$ cat src/common/ppo_defines.svh
// Purpose: Constants of the position PWM output stage
// Assumes: 200 MHz aclk, duty counted in 1000 steps per period
// Notes:   Register byte address is four times its index
`ifndef PPO_DEFINES_SVH
`define PPO_DEFINES_SVH
// Clock and carrier frequencies in Hz
`define PPO_CLK_HZ      32'h0BEB_C200
`define PPO_F0_HZ       32'h0000_007D
`define PPO_F1_HZ       32'h0000_00FA
`define PPO_F2_HZ       32'h0000_01F4
`define PPO_F3_HZ       32'h0000_02EE
`define PPO_F4_HZ       32'h0000_03E8
`define PPO_F5_HZ       32'h0000_04E2
`define PPO_F6_HZ       32'h0000_05DC
`define PPO_F7_HZ       32'h0000_07D0
// Duty steps per period (0.1 % each)
`define PPO_STEPS       32'h0000_03E8
`define PPO_STEPS_HALF  32'h0000_01F4
`define PPO_PHASE_LAST  10'h3E7
`define PPO_DUTY_MIN    10'h032
`define PPO_DUTY_MAX    10'h3B6
`define PPO_DIAG_LO     10'h019
`define PPO_DIAG_HI     10'h3CF
`define PPO_CLAMP_STEP  10'h009
`define PPO_SPAN_MUL    11'h385
`define PPO_SPAN_SH     10
`define PPO_CODE_MAX    10'h3FF
`define PPO_GAIN_SH     16
// Clamp settings in percent
`define PPO_LCL_MIN     7'h05
`define PPO_LCL_MAX     7'h44
`define PPO_UCL_MIN     7'h20
`define PPO_UCL_MAX     7'h5F
// Register indices
`define PPO_IDX_CTRL    3'h0
`define PPO_IDX_ZERO    3'h1
`define PPO_IDX_GAIN    3'h2
`define PPO_IDX_CLAMP   3'h3
`define PPO_IDX_STAT    3'h4
`define PPO_IDX_MASK    3'h5
`define PPO_IDX_STATE   3'h6
`define PPO_IDX_DUTY    3'h7
// Control bits
`define PPO_CTRL_EN     0
`define PPO_CTRL_FSEL   1
`define PPO_CTRL_FALL   4
`define PPO_CTRL_SAW    5
`define PPO_CTRL_DHI    6
`define PPO_UCL_LSB     8
// Status bits
`define PPO_ST_FRISE    0
`define PPO_ST_FFALL    1
`define PPO_ST_PER      2
`define PPO_ST_CLERR    3
// Reset values
`define PPO_RST_CTRL    7'h00
`define PPO_RST_ZERO    16'h0000
`define PPO_RST_GAIN    16'h0400
`define PPO_RESP_OKAY   2'h0
`define PPO_RESP_SLVERR 2'h2
`endif

$ cat src/common/ppo_pkg.sv
// Purpose: Types of the position PWM output stage
// Assumes: Nothing
// Notes:   Constants live in ppo_defines.svh
`default_nettype none
package ppo_pkg;
  typedef enum logic [2:0] {
    PPO_F0125, PPO_F0250, PPO_F0500, PPO_F0750,
    PPO_F1000, PPO_F1250, PPO_F1500, PPO_F2000
  } ppo_freq_e;
  typedef enum logic [1:0] {PPO_MODE_OFF, PPO_MODE_POS, PPO_MODE_DIAG} ppo_mode_e;
  typedef logic [9:0] ppo_code_t;
endpackage
`default_nettype wire

$ cat src/rtl/ppo_tick_div.sv
// Purpose: Step enable, 1000 pulses per carrier period
// Assumes: Single clock
// Notes:   Divide ratio rounded to nearest, well inside 7 %
`timescale 1ns/1ps
`default_nettype none
`include "ppo_defines.svh"
module ppo_tick_div #(
  parameter int unsigned CLK_HZ = `PPO_CLK_HZ
) (
  input  wire logic              aclk,
  input  wire logic              aresetn,
  input  wire logic              en,
  input  wire ppo_pkg::ppo_freq_e fsel,
  output logic                   tick
);
  logic [10:0] cnt_r, cnt_nxt;
  logic        tick_r, tick_nxt;

  function automatic logic [10:0] presc(input ppo_pkg::ppo_freq_e s);
    int unsigned f;
    f = `PPO_F0_HZ;
    unique case (s)
      ppo_pkg::PPO_F0125: f = `PPO_F0_HZ;
      ppo_pkg::PPO_F0250: f = `PPO_F1_HZ;
      ppo_pkg::PPO_F0500: f = `PPO_F2_HZ;
      ppo_pkg::PPO_F0750: f = `PPO_F3_HZ;
      ppo_pkg::PPO_F1000: f = `PPO_F4_HZ;
      ppo_pkg::PPO_F1250: f = `PPO_F5_HZ;
      ppo_pkg::PPO_F1500: f = `PPO_F6_HZ;
      ppo_pkg::PPO_F2000: f = `PPO_F7_HZ;
    endcase
    return 11'((CLK_HZ + f * `PPO_STEPS_HALF) / (f * `PPO_STEPS) - 1);
  endfunction

  always_comb begin
    cnt_nxt  = cnt_r + 11'h001;
    tick_nxt = 1'b0;
    if (!en) begin
      cnt_nxt = 11'h000;
    end else if (cnt_r >= presc(fsel)) begin
      cnt_nxt  = 11'h000;
      tick_nxt = 1'b1;
    end
  end

  always_ff @(posedge aclk) begin
    if (!aresetn) begin
      cnt_r  <= 11'h000;
      tick_r <= 1'b0;
    end else begin
      cnt_r  <= cnt_nxt;
      tick_r <= tick_nxt;
    end
  end

  assign tick = tick_r;

  a_tick_gap: assert property (
    @(posedge aclk) disable iff (!aresetn) tick_r |-> $past(cnt_r) >= presc($past(fsel)))
    else $error("Step pulse came before the divide ratio was reached");
endmodule // ppo_tick_div
`default_nettype wire

$ cat src/rtl/ppo_pos_map.sv
// Purpose: Angle to 10-bit output code transfer
// Assumes: Angle is 16 bits over one electrical turn
// Notes:   Code is registered, updated on each valid angle
`timescale 1ns/1ps
`default_nettype none
`include "ppo_defines.svh"
module ppo_pos_map (
  input  wire logic              aclk,
  input  wire logic              aresetn,
  input  wire logic [15:0]       angle,
  input  wire logic              angle_valid,
  input  wire logic [15:0]       zero,
  input  wire logic [15:0]       gain,
  input  wire logic              sawtooth,
  input  wire logic              falling,
  output ppo_pkg::ppo_code_t     code
);
  logic [15:0]        rel;
  logic [31:0]        prod;
  logic [15:0]        scaled;
  ppo_pkg::ppo_code_t raw;
  ppo_pkg::ppo_code_t code_r, code_nxt;

  always_comb begin
    rel    = angle - zero;
    prod   = 32'(rel) * 32'(gain);
    scaled = prod[`PPO_GAIN_SH +: 16];
    if (sawtooth) begin
      raw = scaled[9:0];
    end else if (scaled > 16'(`PPO_CODE_MAX)) begin
      raw = `PPO_CODE_MAX;
    end else begin
      raw = scaled[9:0];
    end
  end

  always_comb begin
    code_nxt = code_r;
    if (angle_valid) begin
      code_nxt = falling ? (`PPO_CODE_MAX - raw) : raw;
    end
  end

  always_ff @(posedge aclk) begin
    if (!aresetn) begin
      code_r <= 10'h000;
    end else begin
      code_r <= code_nxt;
    end
  end

  assign code = code_r;

  a_lin_saturate: assert property (
    @(posedge aclk) disable iff (!aresetn)
    (angle_valid && !sawtooth && scaled > 16'(`PPO_CODE_MAX))
    |=> code_r == ($past(falling) ? 10'h000 : `PPO_CODE_MAX))
    else $error("Linear slope did not saturate at the range end");
  a_dir_mirror: assert property (
    @(posedge aclk) disable iff (!aresetn)
    angle_valid |=> code_r + $past(raw) == ($past(falling) ? `PPO_CODE_MAX : 2 * $past(raw)))
    else $error("Output code does not follow the slope direction");
endmodule // ppo_pos_map
`default_nettype wire

$ cat src/rtl/ppo_top.sv
// Purpose: Position PWM output stage with AXI4-Lite registers
// Assumes: Angle and fault inputs come from logic on aclk
// Notes:   Open-drain pin, high portion of the period is the duty
// How it works
// - Carrier from eight selectable rates, 125 Hz to 2 kHz, within 7 percent.
// - Full position span maps linearly onto 5 to 95 percent duty.
// - Each clamp percent step moves its duty limit by 0.9 percent.
// - Low diagnostic level is 2.5 percent duty, never above 4.
// - High diagnostic level is 97.5 percent duty, never below 96.
// - Lower clamp 5 to 68, upper 32 to 95; duty kept between.
// - Transfer adjusted by zero offset and linear or sawtooth slope.
// - A control bit picks rising or falling output versus angle.
// - Output code is 10 bits, 0 lower range end, 1023 upper end.
// - Coil, frequency, oscillator, magnitude, target, memory, overflow faults watched.
//
// Chosen here: the register offsets and the AXI4-Lite register port.
`timescale 1ns/1ps
`default_nettype none
`include "ppo_defines.svh"
module ppo_top #(
  parameter int unsigned CLK_HZ = `PPO_CLK_HZ
) (
  input  wire logic        aclk,
  input  wire logic        aresetn,
  input  wire logic [7:0]  s_axi_awaddr,
  input  wire logic        s_axi_awvalid,
  output logic             s_axi_awready,
  input  wire logic [31:0] s_axi_wdata,
  input  wire logic [3:0]  s_axi_wstrb,
  input  wire logic        s_axi_wvalid,
  output logic             s_axi_wready,
  output logic [1:0]       s_axi_bresp,
  output logic             s_axi_bvalid,
  input  wire logic        s_axi_bready,
  input  wire logic [7:0]  s_axi_araddr,
  input  wire logic        s_axi_arvalid,
  output logic             s_axi_arready,
  output logic [31:0]      s_axi_rdata,
  output logic [1:0]       s_axi_rresp,
  output logic             s_axi_rvalid,
  input  wire logic        s_axi_rready,
  input  wire logic [15:0] angle_in,
  input  wire logic        angle_valid,
  input  wire logic [6:0]  fault_in,
  output logic             pwm_pin_o,
  output logic             pwm_pin_oe,
  output logic             irq
);
  ////////////////////////////////////////////////////////////////////////////
  // Decoding and byte lanes
  function automatic logic [3:0] reg_idx(input logic [7:0] a);
    return {(a[7:5] != 3'h0) || (a[1:0] != 2'h0), a[4:2]};
  endfunction

  function automatic logic [31:0] lanes(input logic [31:0] old_v,
                                        input logic [31:0] new_v,
                                        input logic [3:0]  strb);
    logic [31:0] r;
    r = old_v;
    for (int i = 0; i < 4; i++) begin
      if (strb[i]) begin
        r[8*i +: 8] = new_v[8*i +: 8];
      end
    end
    return r;
  endfunction

  function automatic logic [6:0] sat7(input logic [6:0] v,
                                      input logic [6:0] lo,
                                      input logic [6:0] hi);
    return (v < lo) ? lo : ((v > hi) ? hi : v);
  endfunction

  ////////////////////////////////////////////////////////////////////////////
  // AXI4-Lite handshake
  logic        aw_have_r, aw_have_nxt;
  logic [7:0]  aw_addr_r, aw_addr_nxt;
  logic        w_have_r, w_have_nxt;
  logic [31:0] w_data_r, w_data_nxt;
  logic [3:0]  w_strb_r, w_strb_nxt;
  logic        bvalid_r, bvalid_nxt;
  logic [1:0]  bresp_r, bresp_nxt;
  logic        rvalid_r, rvalid_nxt;
  logic [1:0]  rresp_r, rresp_nxt;
  logic [31:0] rdata_r, rdata_nxt;
  logic        do_wr;
  logic [3:0]  wr_idx;
  logic [3:0]  rd_idx;
  logic [31:0] rd_word;

  assign s_axi_awready = !aw_have_r && !bvalid_r;
  assign s_axi_wready  = !w_have_r && !bvalid_r;
  assign s_axi_arready = !rvalid_r;
  assign do_wr         = aw_have_r && w_have_r && !bvalid_r;
  assign wr_idx        = reg_idx(aw_addr_r);
  assign rd_idx        = reg_idx(s_axi_araddr);

  always_comb begin
    aw_have_nxt = aw_have_r;
    aw_addr_nxt = aw_addr_r;
    w_have_nxt  = w_have_r;
    w_data_nxt  = w_data_r;
    w_strb_nxt  = w_strb_r;
    bvalid_nxt  = bvalid_r;
    bresp_nxt   = bresp_r;
    rvalid_nxt  = rvalid_r;
    rresp_nxt   = rresp_r;
    rdata_nxt   = rdata_r;
    if (s_axi_awvalid && s_axi_awready) begin
      aw_have_nxt = 1'b1;
      aw_addr_nxt = s_axi_awaddr;
    end
    if (s_axi_wvalid && s_axi_wready) begin
      w_have_nxt = 1'b1;
      w_data_nxt = s_axi_wdata;
      w_strb_nxt = s_axi_wstrb;
    end
    if (do_wr) begin
      aw_have_nxt = 1'b0;
      w_have_nxt  = 1'b0;
      bvalid_nxt  = 1'b1;
      bresp_nxt   = wr_idx[3] ? `PPO_RESP_SLVERR : `PPO_RESP_OKAY;
    end else if (bvalid_r && s_axi_bready) begin
      bvalid_nxt = 1'b0;
    end
    if (s_axi_arvalid && s_axi_arready) begin
      rvalid_nxt = 1'b1;
      rdata_nxt  = rd_idx[3] ? 32'h0000_0000 : rd_word;
      rresp_nxt  = rd_idx[3] ? `PPO_RESP_SLVERR : `PPO_RESP_OKAY;
    end else if (rvalid_r && s_axi_rready) begin
      rvalid_nxt = 1'b0;
    end
  end

  always_ff @(posedge aclk) begin
    if (!aresetn) begin
      aw_have_r <= 1'b0;
      aw_addr_r <= 8'h00;
      w_have_r  <= 1'b0;
      w_data_r  <= 32'h0000_0000;
      w_strb_r  <= 4'h0;
      bvalid_r  <= 1'b0;
      bresp_r   <= `PPO_RESP_OKAY;
      rvalid_r  <= 1'b0;
      rresp_r   <= `PPO_RESP_OKAY;
      rdata_r   <= 32'h0000_0000;
    end else begin
      aw_have_r <= aw_have_nxt;
      aw_addr_r <= aw_addr_nxt;
      w_have_r  <= w_have_nxt;
      w_data_r  <= w_data_nxt;
      w_strb_r  <= w_strb_nxt;
      bvalid_r  <= bvalid_nxt;
      bresp_r   <= bresp_nxt;
      rvalid_r  <= rvalid_nxt;
      rresp_r   <= rresp_nxt;
      rdata_r   <= rdata_nxt;
    end
  end

  assign s_axi_bvalid = bvalid_r;
  assign s_axi_bresp  = bresp_r;
  assign s_axi_rvalid = rvalid_r;
  assign s_axi_rresp  = rresp_r;
  assign s_axi_rdata  = rdata_r;

  ////////////////////////////////////////////////////////////////////////////
  // Registers
  logic [6:0]  ctrl_r, ctrl_nxt;
  logic [15:0] zero_r, zero_nxt;
  logic [15:0] gain_r, gain_nxt;
  logic [6:0]  lcl_r, lcl_nxt;
  logic [6:0]  ucl_r, ucl_nxt;
  logic [3:0]  stat_r, stat_nxt;
  logic [3:0]  mask_r, mask_nxt;
  logic        irq_r, irq_nxt;
  logic [31:0] wv;
  logic [3:0]  events;

  always_comb begin
    ctrl_nxt = ctrl_r;
    zero_nxt = zero_r;
    gain_nxt = gain_r;
    lcl_nxt  = lcl_r;
    ucl_nxt  = ucl_r;
    mask_nxt = mask_r;
    wv       = 32'h0000_0000;
    // Set wins over a write-one clear in the same cycle
    stat_nxt = stat_r | events;
    if (do_wr && !wr_idx[3]) begin
      unique case (wr_idx[2:0])
        `PPO_IDX_CTRL: begin
          wv       = lanes({25'h0, ctrl_r}, w_data_r, w_strb_r);
          ctrl_nxt = wv[6:0];
        end
        `PPO_IDX_ZERO: begin
          wv       = lanes({16'h0, zero_r}, w_data_r, w_strb_r);
          zero_nxt = wv[15:0];
        end
        `PPO_IDX_GAIN: begin
          wv       = lanes({16'h0, gain_r}, w_data_r, w_strb_r);
          gain_nxt = wv[15:0];
        end
        `PPO_IDX_CLAMP: begin
          wv = lanes({17'h0, ucl_r, 1'b0, lcl_r}, w_data_r, w_strb_r);
          lcl_nxt = sat7(wv[6:0], `PPO_LCL_MIN, `PPO_LCL_MAX);
          ucl_nxt = sat7(wv[`PPO_UCL_LSB +: 7], `PPO_UCL_MIN, `PPO_UCL_MAX);
        end
        `PPO_IDX_STAT: begin
          wv       = lanes(32'h0000_0000, w_data_r, w_strb_r);
          stat_nxt = (stat_r & ~wv[3:0]) | events;
        end
        `PPO_IDX_MASK: begin
          wv       = lanes({28'h0, mask_r}, w_data_r, w_strb_r);
          mask_nxt = wv[3:0];
        end
        `PPO_IDX_STATE, `PPO_IDX_DUTY: begin
          wv = 32'h0000_0000;
        end
      endcase
    end
    irq_nxt = |(stat_nxt & mask_nxt);
  end

  always_ff @(posedge aclk) begin
    if (!aresetn) begin
      ctrl_r <= `PPO_RST_CTRL;
      zero_r <= `PPO_RST_ZERO;
      gain_r <= `PPO_RST_GAIN;
      lcl_r  <= `PPO_LCL_MIN;
      ucl_r  <= `PPO_UCL_MAX;
      stat_r <= 4'h0;
      mask_r <= 4'h0;
      irq_r  <= 1'b0;
    end else begin
      ctrl_r <= ctrl_nxt;
      zero_r <= zero_nxt;
      gain_r <= gain_nxt;
      lcl_r  <= lcl_nxt;
      ucl_r  <= ucl_nxt;
      stat_r <= stat_nxt;
      mask_r <= mask_nxt;
      irq_r  <= irq_nxt;
    end
  end

  assign irq = irq_r;

  ////////////////////////////////////////////////////////////////////////////
  // Position mapping and timebase
  ppo_pkg::ppo_code_t code;
  logic               tick;
  logic               run;

  assign run = ctrl_r[`PPO_CTRL_EN];

  ppo_pos_map u_map (
    .aclk        (aclk),
    .aresetn     (aresetn),
    .angle       (angle_in),
    .angle_valid (angle_valid),
    .zero        (zero_r),
    .gain        (gain_r),
    .sawtooth    (ctrl_r[`PPO_CTRL_SAW]),
    .falling     (ctrl_r[`PPO_CTRL_FALL]),
    .code        (code)
  );

  ppo_tick_div #(.CLK_HZ(CLK_HZ)) u_div (
    .aclk    (aclk),
    .aresetn (aresetn),
    .en      (run),
    .fsel    (ppo_pkg::ppo_freq_e'(ctrl_r[`PPO_CTRL_FSEL +: 3])),
    .tick    (tick)
  );

  ////////////////////////////////////////////////////////////////////////////
  // Duty selection
  logic [9:0]         lo_lim, hi_lim, pos_duty, duty_sel;
  logic [20:0]        span;
  logic               fault_act;
  ppo_pkg::ppo_mode_e mode;

  assign fault_act = |fault_in;

  always_comb begin
    lo_lim = `PPO_DUTY_MIN + `PPO_CLAMP_STEP * 10'(lcl_r - `PPO_LCL_MIN);
    hi_lim = `PPO_DUTY_MAX - `PPO_CLAMP_STEP * 10'(`PPO_UCL_MAX - ucl_r);
    span     = 21'(code) * 21'(`PPO_SPAN_MUL);
    pos_duty = `PPO_DUTY_MIN + span[`PPO_SPAN_SH +: 10];
    mode     = !run ? ppo_pkg::PPO_MODE_OFF :
               (fault_act ? ppo_pkg::PPO_MODE_DIAG : ppo_pkg::PPO_MODE_POS);
    duty_sel = pos_duty;
    unique case (mode)
      ppo_pkg::PPO_MODE_OFF,
      ppo_pkg::PPO_MODE_POS: begin
        if (pos_duty < lo_lim) begin
          duty_sel = lo_lim;
        end else if (pos_duty > hi_lim) begin
          duty_sel = hi_lim;
        end
      end
      ppo_pkg::PPO_MODE_DIAG: begin
        duty_sel = ctrl_r[`PPO_CTRL_DHI] ? `PPO_DIAG_HI : `PPO_DIAG_LO;
      end
    endcase
  end

  ////////////////////////////////////////////////////////////////////////////
  // Period engine and open-drain pin
  logic [9:0] phase_r, phase_nxt;
  logic [9:0] duty_r, duty_nxt;
  logic       oe_r, oe_nxt;
  logic       fault_q_r;
  logic       per_end;

  assign per_end = run && tick && (phase_r == `PPO_PHASE_LAST);

  always_comb begin
    phase_nxt = phase_r;
    duty_nxt  = duty_r;
    if (!run) begin
      phase_nxt = 10'h000;
      duty_nxt  = duty_sel;
    end else if (per_end) begin
      // While running, new duty taken only at a period boundary
      phase_nxt = 10'h000;
      duty_nxt  = duty_sel;
    end else if (tick) begin
      phase_nxt = phase_r + 10'h001;
    end
    // Pin released (high) for the first duty steps
    oe_nxt = !(run && (phase_nxt < duty_nxt));
  end

  always_ff @(posedge aclk) begin
    if (!aresetn) begin
      phase_r   <= 10'h000;
      duty_r    <= `PPO_DUTY_MIN;
      oe_r      <= 1'b1;
      fault_q_r <= 1'b0;
    end else begin
      phase_r   <= phase_nxt;
      duty_r    <= duty_nxt;
      oe_r      <= oe_nxt;
      fault_q_r <= fault_act;
    end
  end

  assign pwm_pin_o  = 1'b0;
  assign pwm_pin_oe = oe_r;

  always_comb begin
    events                 = 4'h0;
    events[`PPO_ST_FRISE] = fault_act && !fault_q_r;
    events[`PPO_ST_FFALL] = !fault_act && fault_q_r;
    events[`PPO_ST_PER]   = per_end;
    events[`PPO_ST_CLERR] = lcl_r >= ucl_r;
  end

  always_comb begin
    rd_word = 32'h0000_0000;
    unique case (rd_idx[2:0])
      `PPO_IDX_CTRL:  rd_word = {25'h0, ctrl_r};
      `PPO_IDX_ZERO:  rd_word = {16'h0, zero_r};
      `PPO_IDX_GAIN:  rd_word = {16'h0, gain_r};
      `PPO_IDX_CLAMP: rd_word = {17'h0, ucl_r, 1'b0, lcl_r};
      `PPO_IDX_STAT:  rd_word = {28'h0, stat_r};
      `PPO_IDX_MASK:  rd_word = {28'h0, mask_r};
      `PPO_IDX_STATE: rd_word = {6'h0, run, fault_q_r, 1'b0, fault_in, 6'h0, code};
      `PPO_IDX_DUTY:  rd_word = {6'h0, phase_r, 6'h0, duty_r};
    endcase
  end

  ////////////////////////////////////////////////////////////////////////////
  // Checks
  a_duty_band: assert property (
    @(posedge aclk) disable iff (!aresetn)
    (per_end && !fault_act) |=> duty_r >= `PPO_DUTY_MIN && duty_r <= `PPO_DUTY_MAX)
    else $error("Position duty outside 5 to 95 percent");
  a_clamp_step: assert property (
    @(posedge aclk) disable iff (!aresetn)
    (lcl_r == $past(lcl_r) + 7'h01) |-> lo_lim == $past(lo_lim) + `PPO_CLAMP_STEP)
    else $error("Lower clamp step did not move limit by nine steps");
  a_diag_low: assert property (
    @(posedge aclk) disable iff (!aresetn)
    (per_end && fault_act && !ctrl_r[`PPO_CTRL_DHI]) |=> duty_r == `PPO_DIAG_LO ##1 !oe_r)
    else $error("Low diagnostic duty not 2.5 percent");
  a_diag_high: assert property (
    @(posedge aclk) disable iff (!aresetn)
    (per_end && fault_act && ctrl_r[`PPO_CTRL_DHI]) |=> duty_r == `PPO_DIAG_HI)
    else $error("High diagnostic duty not 97.5 percent");
  a_clamp_hold: assert property (
    @(posedge aclk) disable iff (!aresetn)
    (per_end && !fault_act) |=> duty_r >= $past(lo_lim) && duty_r <= $past(hi_lim))
    else $error("Duty escaped the clamp band");
  a_fault_flag: assert property (
    @(posedge aclk) disable iff (!aresetn)
    (fault_act && !fault_q_r) |=> stat_r[`PPO_ST_FRISE])
    else $error("Fault onset not recorded in status");
  a_fault_resume: assert property (
    @(posedge aclk) disable iff (!aresetn)
    (per_end && !fault_act && pos_duty >= lo_lim && pos_duty <= hi_lim)
    |=> duty_r == $past(pos_duty))
    else $error("Position output did not resume after the fault");
  a_period_wrap: assert property (
    @(posedge aclk) disable iff (!aresetn)
    per_end |=> phase_r == 10'h000 ##1 oe_r == (duty_r == 10'h000))
    else $error("Period counter did not wrap after 1000 steps");
endmodule // ppo_top
`default_nettype wire

$ cat config.mk
export PLATFORM = sky130hd
export DESIGN_NAME = ppo_top
export DESIGN_NICKNAME = d
export VERILOG_FILES = /design/src/common/ppo_pkg.sv /design/src/rtl/ppo_tick_div.sv /design/src/rtl/ppo_pos_map.sv /design/src/rtl/ppo_top.sv
export VERILOG_INCLUDE_DIRS = /design/src /design/src/common
export SDC_FILE = /design/constraint.sdc
export NUM_CORES = 2
export LEC_CHECK = 0
export BUFFER_PORTS_ARGS = -buffer_cell sky130_fd_sc_hd__buf_2
export CELL_PAD_IN_SITES_DETAIL_PLACEMENT = 1
export CELL_PAD_IN_SITES_GLOBAL_PLACEMENT = 1
export CORE_MARGIN = 2
export CORE_UTILIZATION = 45
export DETAILED_ROUTE_END_ITERATION = 10
export PLACE_DENSITY_LB_ADDON = 0.2
export SYNTH_ARGS = -nofsm -noshare
export SYNTH_HDL_FRONTEND = slang
export SYNTH_HIERARCHICAL = 1
export SYNTH_SLANG_ARGS = --single-unit
$ cat constraint.sdc
create_clock -name aclk -period 72.6 [get_ports aclk]
set_clock_uncertainty 0.05 [all_clocks]
set_input_delay 3.63 -clock aclk [delete_from_list [all_inputs] [get_ports aclk]]
set_output_delay 3.63 -clock aclk [all_outputs]
set_load 0.05 [all_outputs]
==> run summary <==
The width of the die works out to 337 µm. At the worst endpoint, the required time is 72.92 ns. The floorplan has 122 rows. For the standard cell core area, the log shows 0.111 mm². The first-pass iteration count of the detailed router is 5. The detail route stage leaves a number of antenna-violating nets equal to 0.

After routing the design area is 0.0537 mm². The startpoint of the lowest-slack hold path was aw_addr_r[5]. Total power for the finished layout comes to 2.38 mW. The post-synthesis to final-layout area growth was 7.41%.

The tree is rooted in a sky130_fd_sc_hd__clkbuf_16. For this run, the slowest stage of the critical path takes 0.65 ns. The first global-routing pass estimated 324000 µm of wire.

The clock passes through at most 2 buffers. The run gives 17 as the number of buffers created by CTS. The final critical path time including I/O delays and setup is 68.53 ns. The critical path starts at ctrl_r[3]. The worst register-to-register path ends at u_div/cnt_r[10]. The final layout net count is 7821, and the maximum level of the CTS H-tree is 4. The critical path ends at u_div/cnt_r[10].

The run gives 0 as the final count of pins violating max slew. The number of placed I/O pins was 127. The number of cells on the worst reg-to-reg path is 324. After the first detailed-routing iteration, the DRC count stood at 3697.

For the number of antenna violations at the first check in global routing, the log shows 4. At the end of the flow the core is filled with cells to 48.6%. On the critical path, the stage with the largest delay is an instance of sky130_fd_sc_hd__or4b_2. The clock net in this run drives a total of 164 sinks. The tools report the netlist area before placement as 0.0500 mm². The worst-case vdd ir drop came out at 0.106 mV. The worst setup path is captured at a flip-flop.

For the maximum clock rate, the log shows 14.6 MHz. The die is 337 µm tall. The type of element launching the critical path is a flip-flop.

The number of endpoints with negative hold slack in the final report was 0. Transition time of the tightest slew-check pin: 1.27 ns. Clock-pin slew was measured on the worst setup and hold paths at 0.07 ns.

The routed wire length is 212000 µm, and the count of different cell masters after synthesis is 150. The port buffer count came out at 99. For the final weighted congestion in routability-driven placement, the log shows 0.967. Counting every instance in the synthesized netlist gives 6858. The family with the most delay on the worst path was compound AO/OA/AOI/OAI gates. The number of flops mapped to enable cells by yosys was 0. The tools report the startpoint of the worst-slack reg-to-reg timing path as ctrl_r[3]. For this run, the leading register cell type out of synthesis is sky130_fd_sc_hd__dfxtp_1.

In this run the worst hold path is classified as reg2reg. The worst slew slack as a fraction of its limit was 14.7%; the average instance area after synthesis was 7.29 µm². Buffers inserted to repair hold after CTS numbered 0. The flow ran to the end, and the final reports show no timing, DRC or antenna violations.

The number of global-route vias before repair is 55000, and the share of synthesized registers carrying an async set or reset is 0%. Across all layers, the routed design uses 53700 vias. The run gives 4.07 ns as the slack of the worst reg-to-reg path. The placed instances occupy a cell area of 0.0526 mm².

Sorting the synthesized cells by area gives the leading types as sky130_fd_sc_hd__ha_1 (16%), sky130_fd_sc_hd__fa_1 (8.8%), sky130_fd_sc_hd__dfxtp_1 (6.6%), sky130_fd_sc_hd__a21oi_1 (5.7%), sky130_fd_sc_hd__xnor2_1 (5.6%). Dividing the detail-routed via count by the number of cells gives 6.41. The largest total area in the synthesized netlist belongs to sky130_fd_sc_hd__ha_1. The final cycle utilization of the critical path is 94.4%.

The filler cells instantiated in the layout total 14200. The most numerous cell type found on the critical path is sky130_fd_sc_hd__ha_1. After synthesis the netlist holds a flip-flop and latch count of 164. The floorplan step defined a die boundary enclosing 0.114 mm². Entering global routing, the biggest net connects 80 pins. Across every metal layer, demand over resource in global routing totals 36.3%. Detailed placement ended at an HPWL of 165000 µm. Logic depth of the worst setup path including buffers: 324. Critical path start-end classification: reg2reg.

Hold timing on the final database bottoms out at a slack of 0.405 ns. The starting utilization of the core area is 45.3%, and the total of warnings raised by yosys is 6. The tool flagged a number of max-cap violations equal to 0. The later pin in the worst-skew pair is clocked with a latency of 0.45 ns. The fraction of synthesized cell area taken by the top area cell type is 15.9%, and the part of the Yosys area used for sequential elements is 6.56%.

For the worst setup path, the data arrival time is 68.85 ns. The logs give 0 for the global route total overflow and 0 for the DRC violations left. In this run the worst path has a maximum fanout of 38. The buffer and inverter count on the worst path was 15; the total setup violations reported at the end of the flow was 0. The total power density per cell area is 44.3 mW/mm². TritonCTS built the clock tree. The share of cells above drive strength 1 works out to 9.60%.

The tools report the leakage power as 23.7 nW. After detailed routing, the average wire length per cell comes to 25.3 µm.
[report_power, final]
part	internal [mW]	total, mW	leakage [nW]	switching [mW]
Combinational	0.899	2.19	22.1	1.29
Clock	0.0497	0.0933	0.289	0.0436
Sequential	0.0935	0.0996	1.33	0.00611
Total	1.04	2.38	23.7	1.34
[registers in the layout, indices dropped and copies added, names as in the netlist, 2 cells and up]
signal	count
lcl_r	7
w_data_r	16
stat_r	4
duty_r	10
mask_r	4
phase_r	10
u_map/code	10
u_div/cnt_r	11
w_strb_r	2
ucl_r	7
gain_r	16
zero_r	16
aw_addr_r	8
ctrl_r	7
s_axi_rdata	26
[layout make-up]
cell class                 count  area, µm²  share of cell area (%)
clock inverter                12        135                   0.251
tap                         1488       1860                    3.46
timing repair buffer         291       1980                    3.68
antenna                        2       5.00                 0.00931
clock buffer                  20        447                   0.831
multi-input combinational   5935      44200                    82.3
inverter                     473       1790                    3.32
sequential                   164       3280                    6.11
[cells by family (layout without fill, tap and decap cells)]
kind of cell             count (synthesis)  after routing  synth area share [%]
AND/OR/NAND/NOR                       2463           2464                  23.9
XOR/XNOR                               491            491                  8.85
multiplexers                           157            157                  3.37
buffers and inverters                  772            796                  6.06
other                                    3             17                0.0225
flip-flops                             164            164                  6.56
adder cells (fa/ha/maj)                866            866                  24.9
AO/OA/AOI/OAI                         1942           1942                  26.3
[metrics by stage]
stage | setup slack (ns) | std cells | TNS, ns
after floorplan | 4.20 | 6870 | 0
after global placement | 1.83 | 8332 | 0
after detailed placement | 0.333 | 8332 | 0
after CTS | 0.409 | 8364 | 0
after global routing | -0.288 | 8383 | -2.84
final | 4.07 | 8385 | 0
[worst register-to-register path, delay by kind of cell (launching register included)]
family / cells / cell delay (ns)
flip-flops: 1 / 0.34
buffers and inverters: 15 / 2.83
AND/OR/NAND/NOR: 108 / 19.22
multiplexers: 6 / 1.83
adder cells (fa/ha/maj): 34 / 11.51
XOR/XNOR: 15 / 2.69
AO/OA/AOI/OAI: 146 / 30.05
[synth_stat cells (20+ instances only)]
cell type	instances
sky130_fd_sc_hd__o21ai_0	326
sky130_fd_sc_hd__mux2_2	60
sky130_fd_sc_hd__xor2_1	157
sky130_fd_sc_hd__buf_1	40
sky130_fd_sc_hd__o2111ai_1	21
sky130_fd_sc_hd__o22ai_1	32
sky130_fd_sc_hd__o21bai_1	49
sky130_fd_sc_hd__nor2b_1	88
sky130_fd_sc_hd__or2_2	39
sky130_fd_sc_hd__nor3_1	174
sky130_fd_sc_hd__or3_1	49
sky130_fd_sc_hd__and2_1	148
sky130_fd_sc_hd__a21oi_1	567
sky130_fd_sc_hd__and3_1	82
sky130_fd_sc_hd__a22oi_1	26
sky130_fd_sc_hd__inv_1	457
sky130_fd_sc_hd__a211oi_1	63
sky130_fd_sc_hd__nand2_1	698
sky130_fd_sc_hd__dfxtp_1	164
sky130_fd_sc_hd__a211o_1	20
sky130_fd_sc_hd__nand4_1	90
sky130_fd_sc_hd__nor4_1	46
sky130_fd_sc_hd__nand3_1	192
sky130_fd_sc_hd__xnor2_1	322
sky130_fd_sc_hd__fa_1	219
sky130_fd_sc_hd__o211ai_1	53
sky130_fd_sc_hd__buf_2	30
sky130_fd_sc_hd__or4_1	26
sky130_fd_sc_hd__o31ai_1	49
sky130_fd_sc_hd__a21boi_0	23
sky130_fd_sc_hd__and4_1	24
sky130_fd_sc_hd__a31oi_1	70
sky130_fd_sc_hd__o21a_1	86
sky130_fd_sc_hd__mux2i_1	92
sky130_fd_sc_hd__nand2b_1	83
sky130_fd_sc_hd__ha_1	637
sky130_fd_sc_hd__clkbuf_1	209
sky130_fd_sc_hd__o21ai_1	24
sky130_fd_sc_hd__a21o_1	193
sky130_fd_sc_hd__nor2_1	623
[repair_timing]
item,CTS,global route
gates cloned,0,1
setup buffers,0,18
pin swaps,0,14
gates resized for setup,1,110
endpoints found under the setup margin,4,12
[metal layers]
metal / wire, µm / share of wire [%] / vias up / global-route usage [%]
met4: 11700 / 5.5 / 4 / 17.7
met2: 99100 / 47 / 1784 / 61.9
met5: 24 / 0.011 / - / 0
li1: - / - / 24700 / -
met3: 12600 / 5.9 / 522 / 4.14
met1: 88600 / 42 / 26700 / 45.2
[cells in the final DEF (no fill, tap or decap), drive strengths merged, types with 194 or more instances in the layout]
cell and instances:
nand2 706, o21ai 354, a21o 194, fa 219, xnor2 326, nor2 627, ha 637, a21oi 575
inv 470, buf 291
[worst min path at each step]
stage	to	slack (ns)	depth (start not counted)
6_report	aw_addr_r[5]	0.41	2
5_1_grt	aw_addr_r[5]	0.42	2
4_1_cts	aw_addr_r[0]	0.41	2
3_5_place_dp	aw_addr_r[0]	0.40	2
3_3_place_gp	s_axi_rdata[4]	0.39	2
2_1_floorplan	aw_addr_r[0]	0.38	2
No activity file was read; power rests on OpenSTA's default activity.
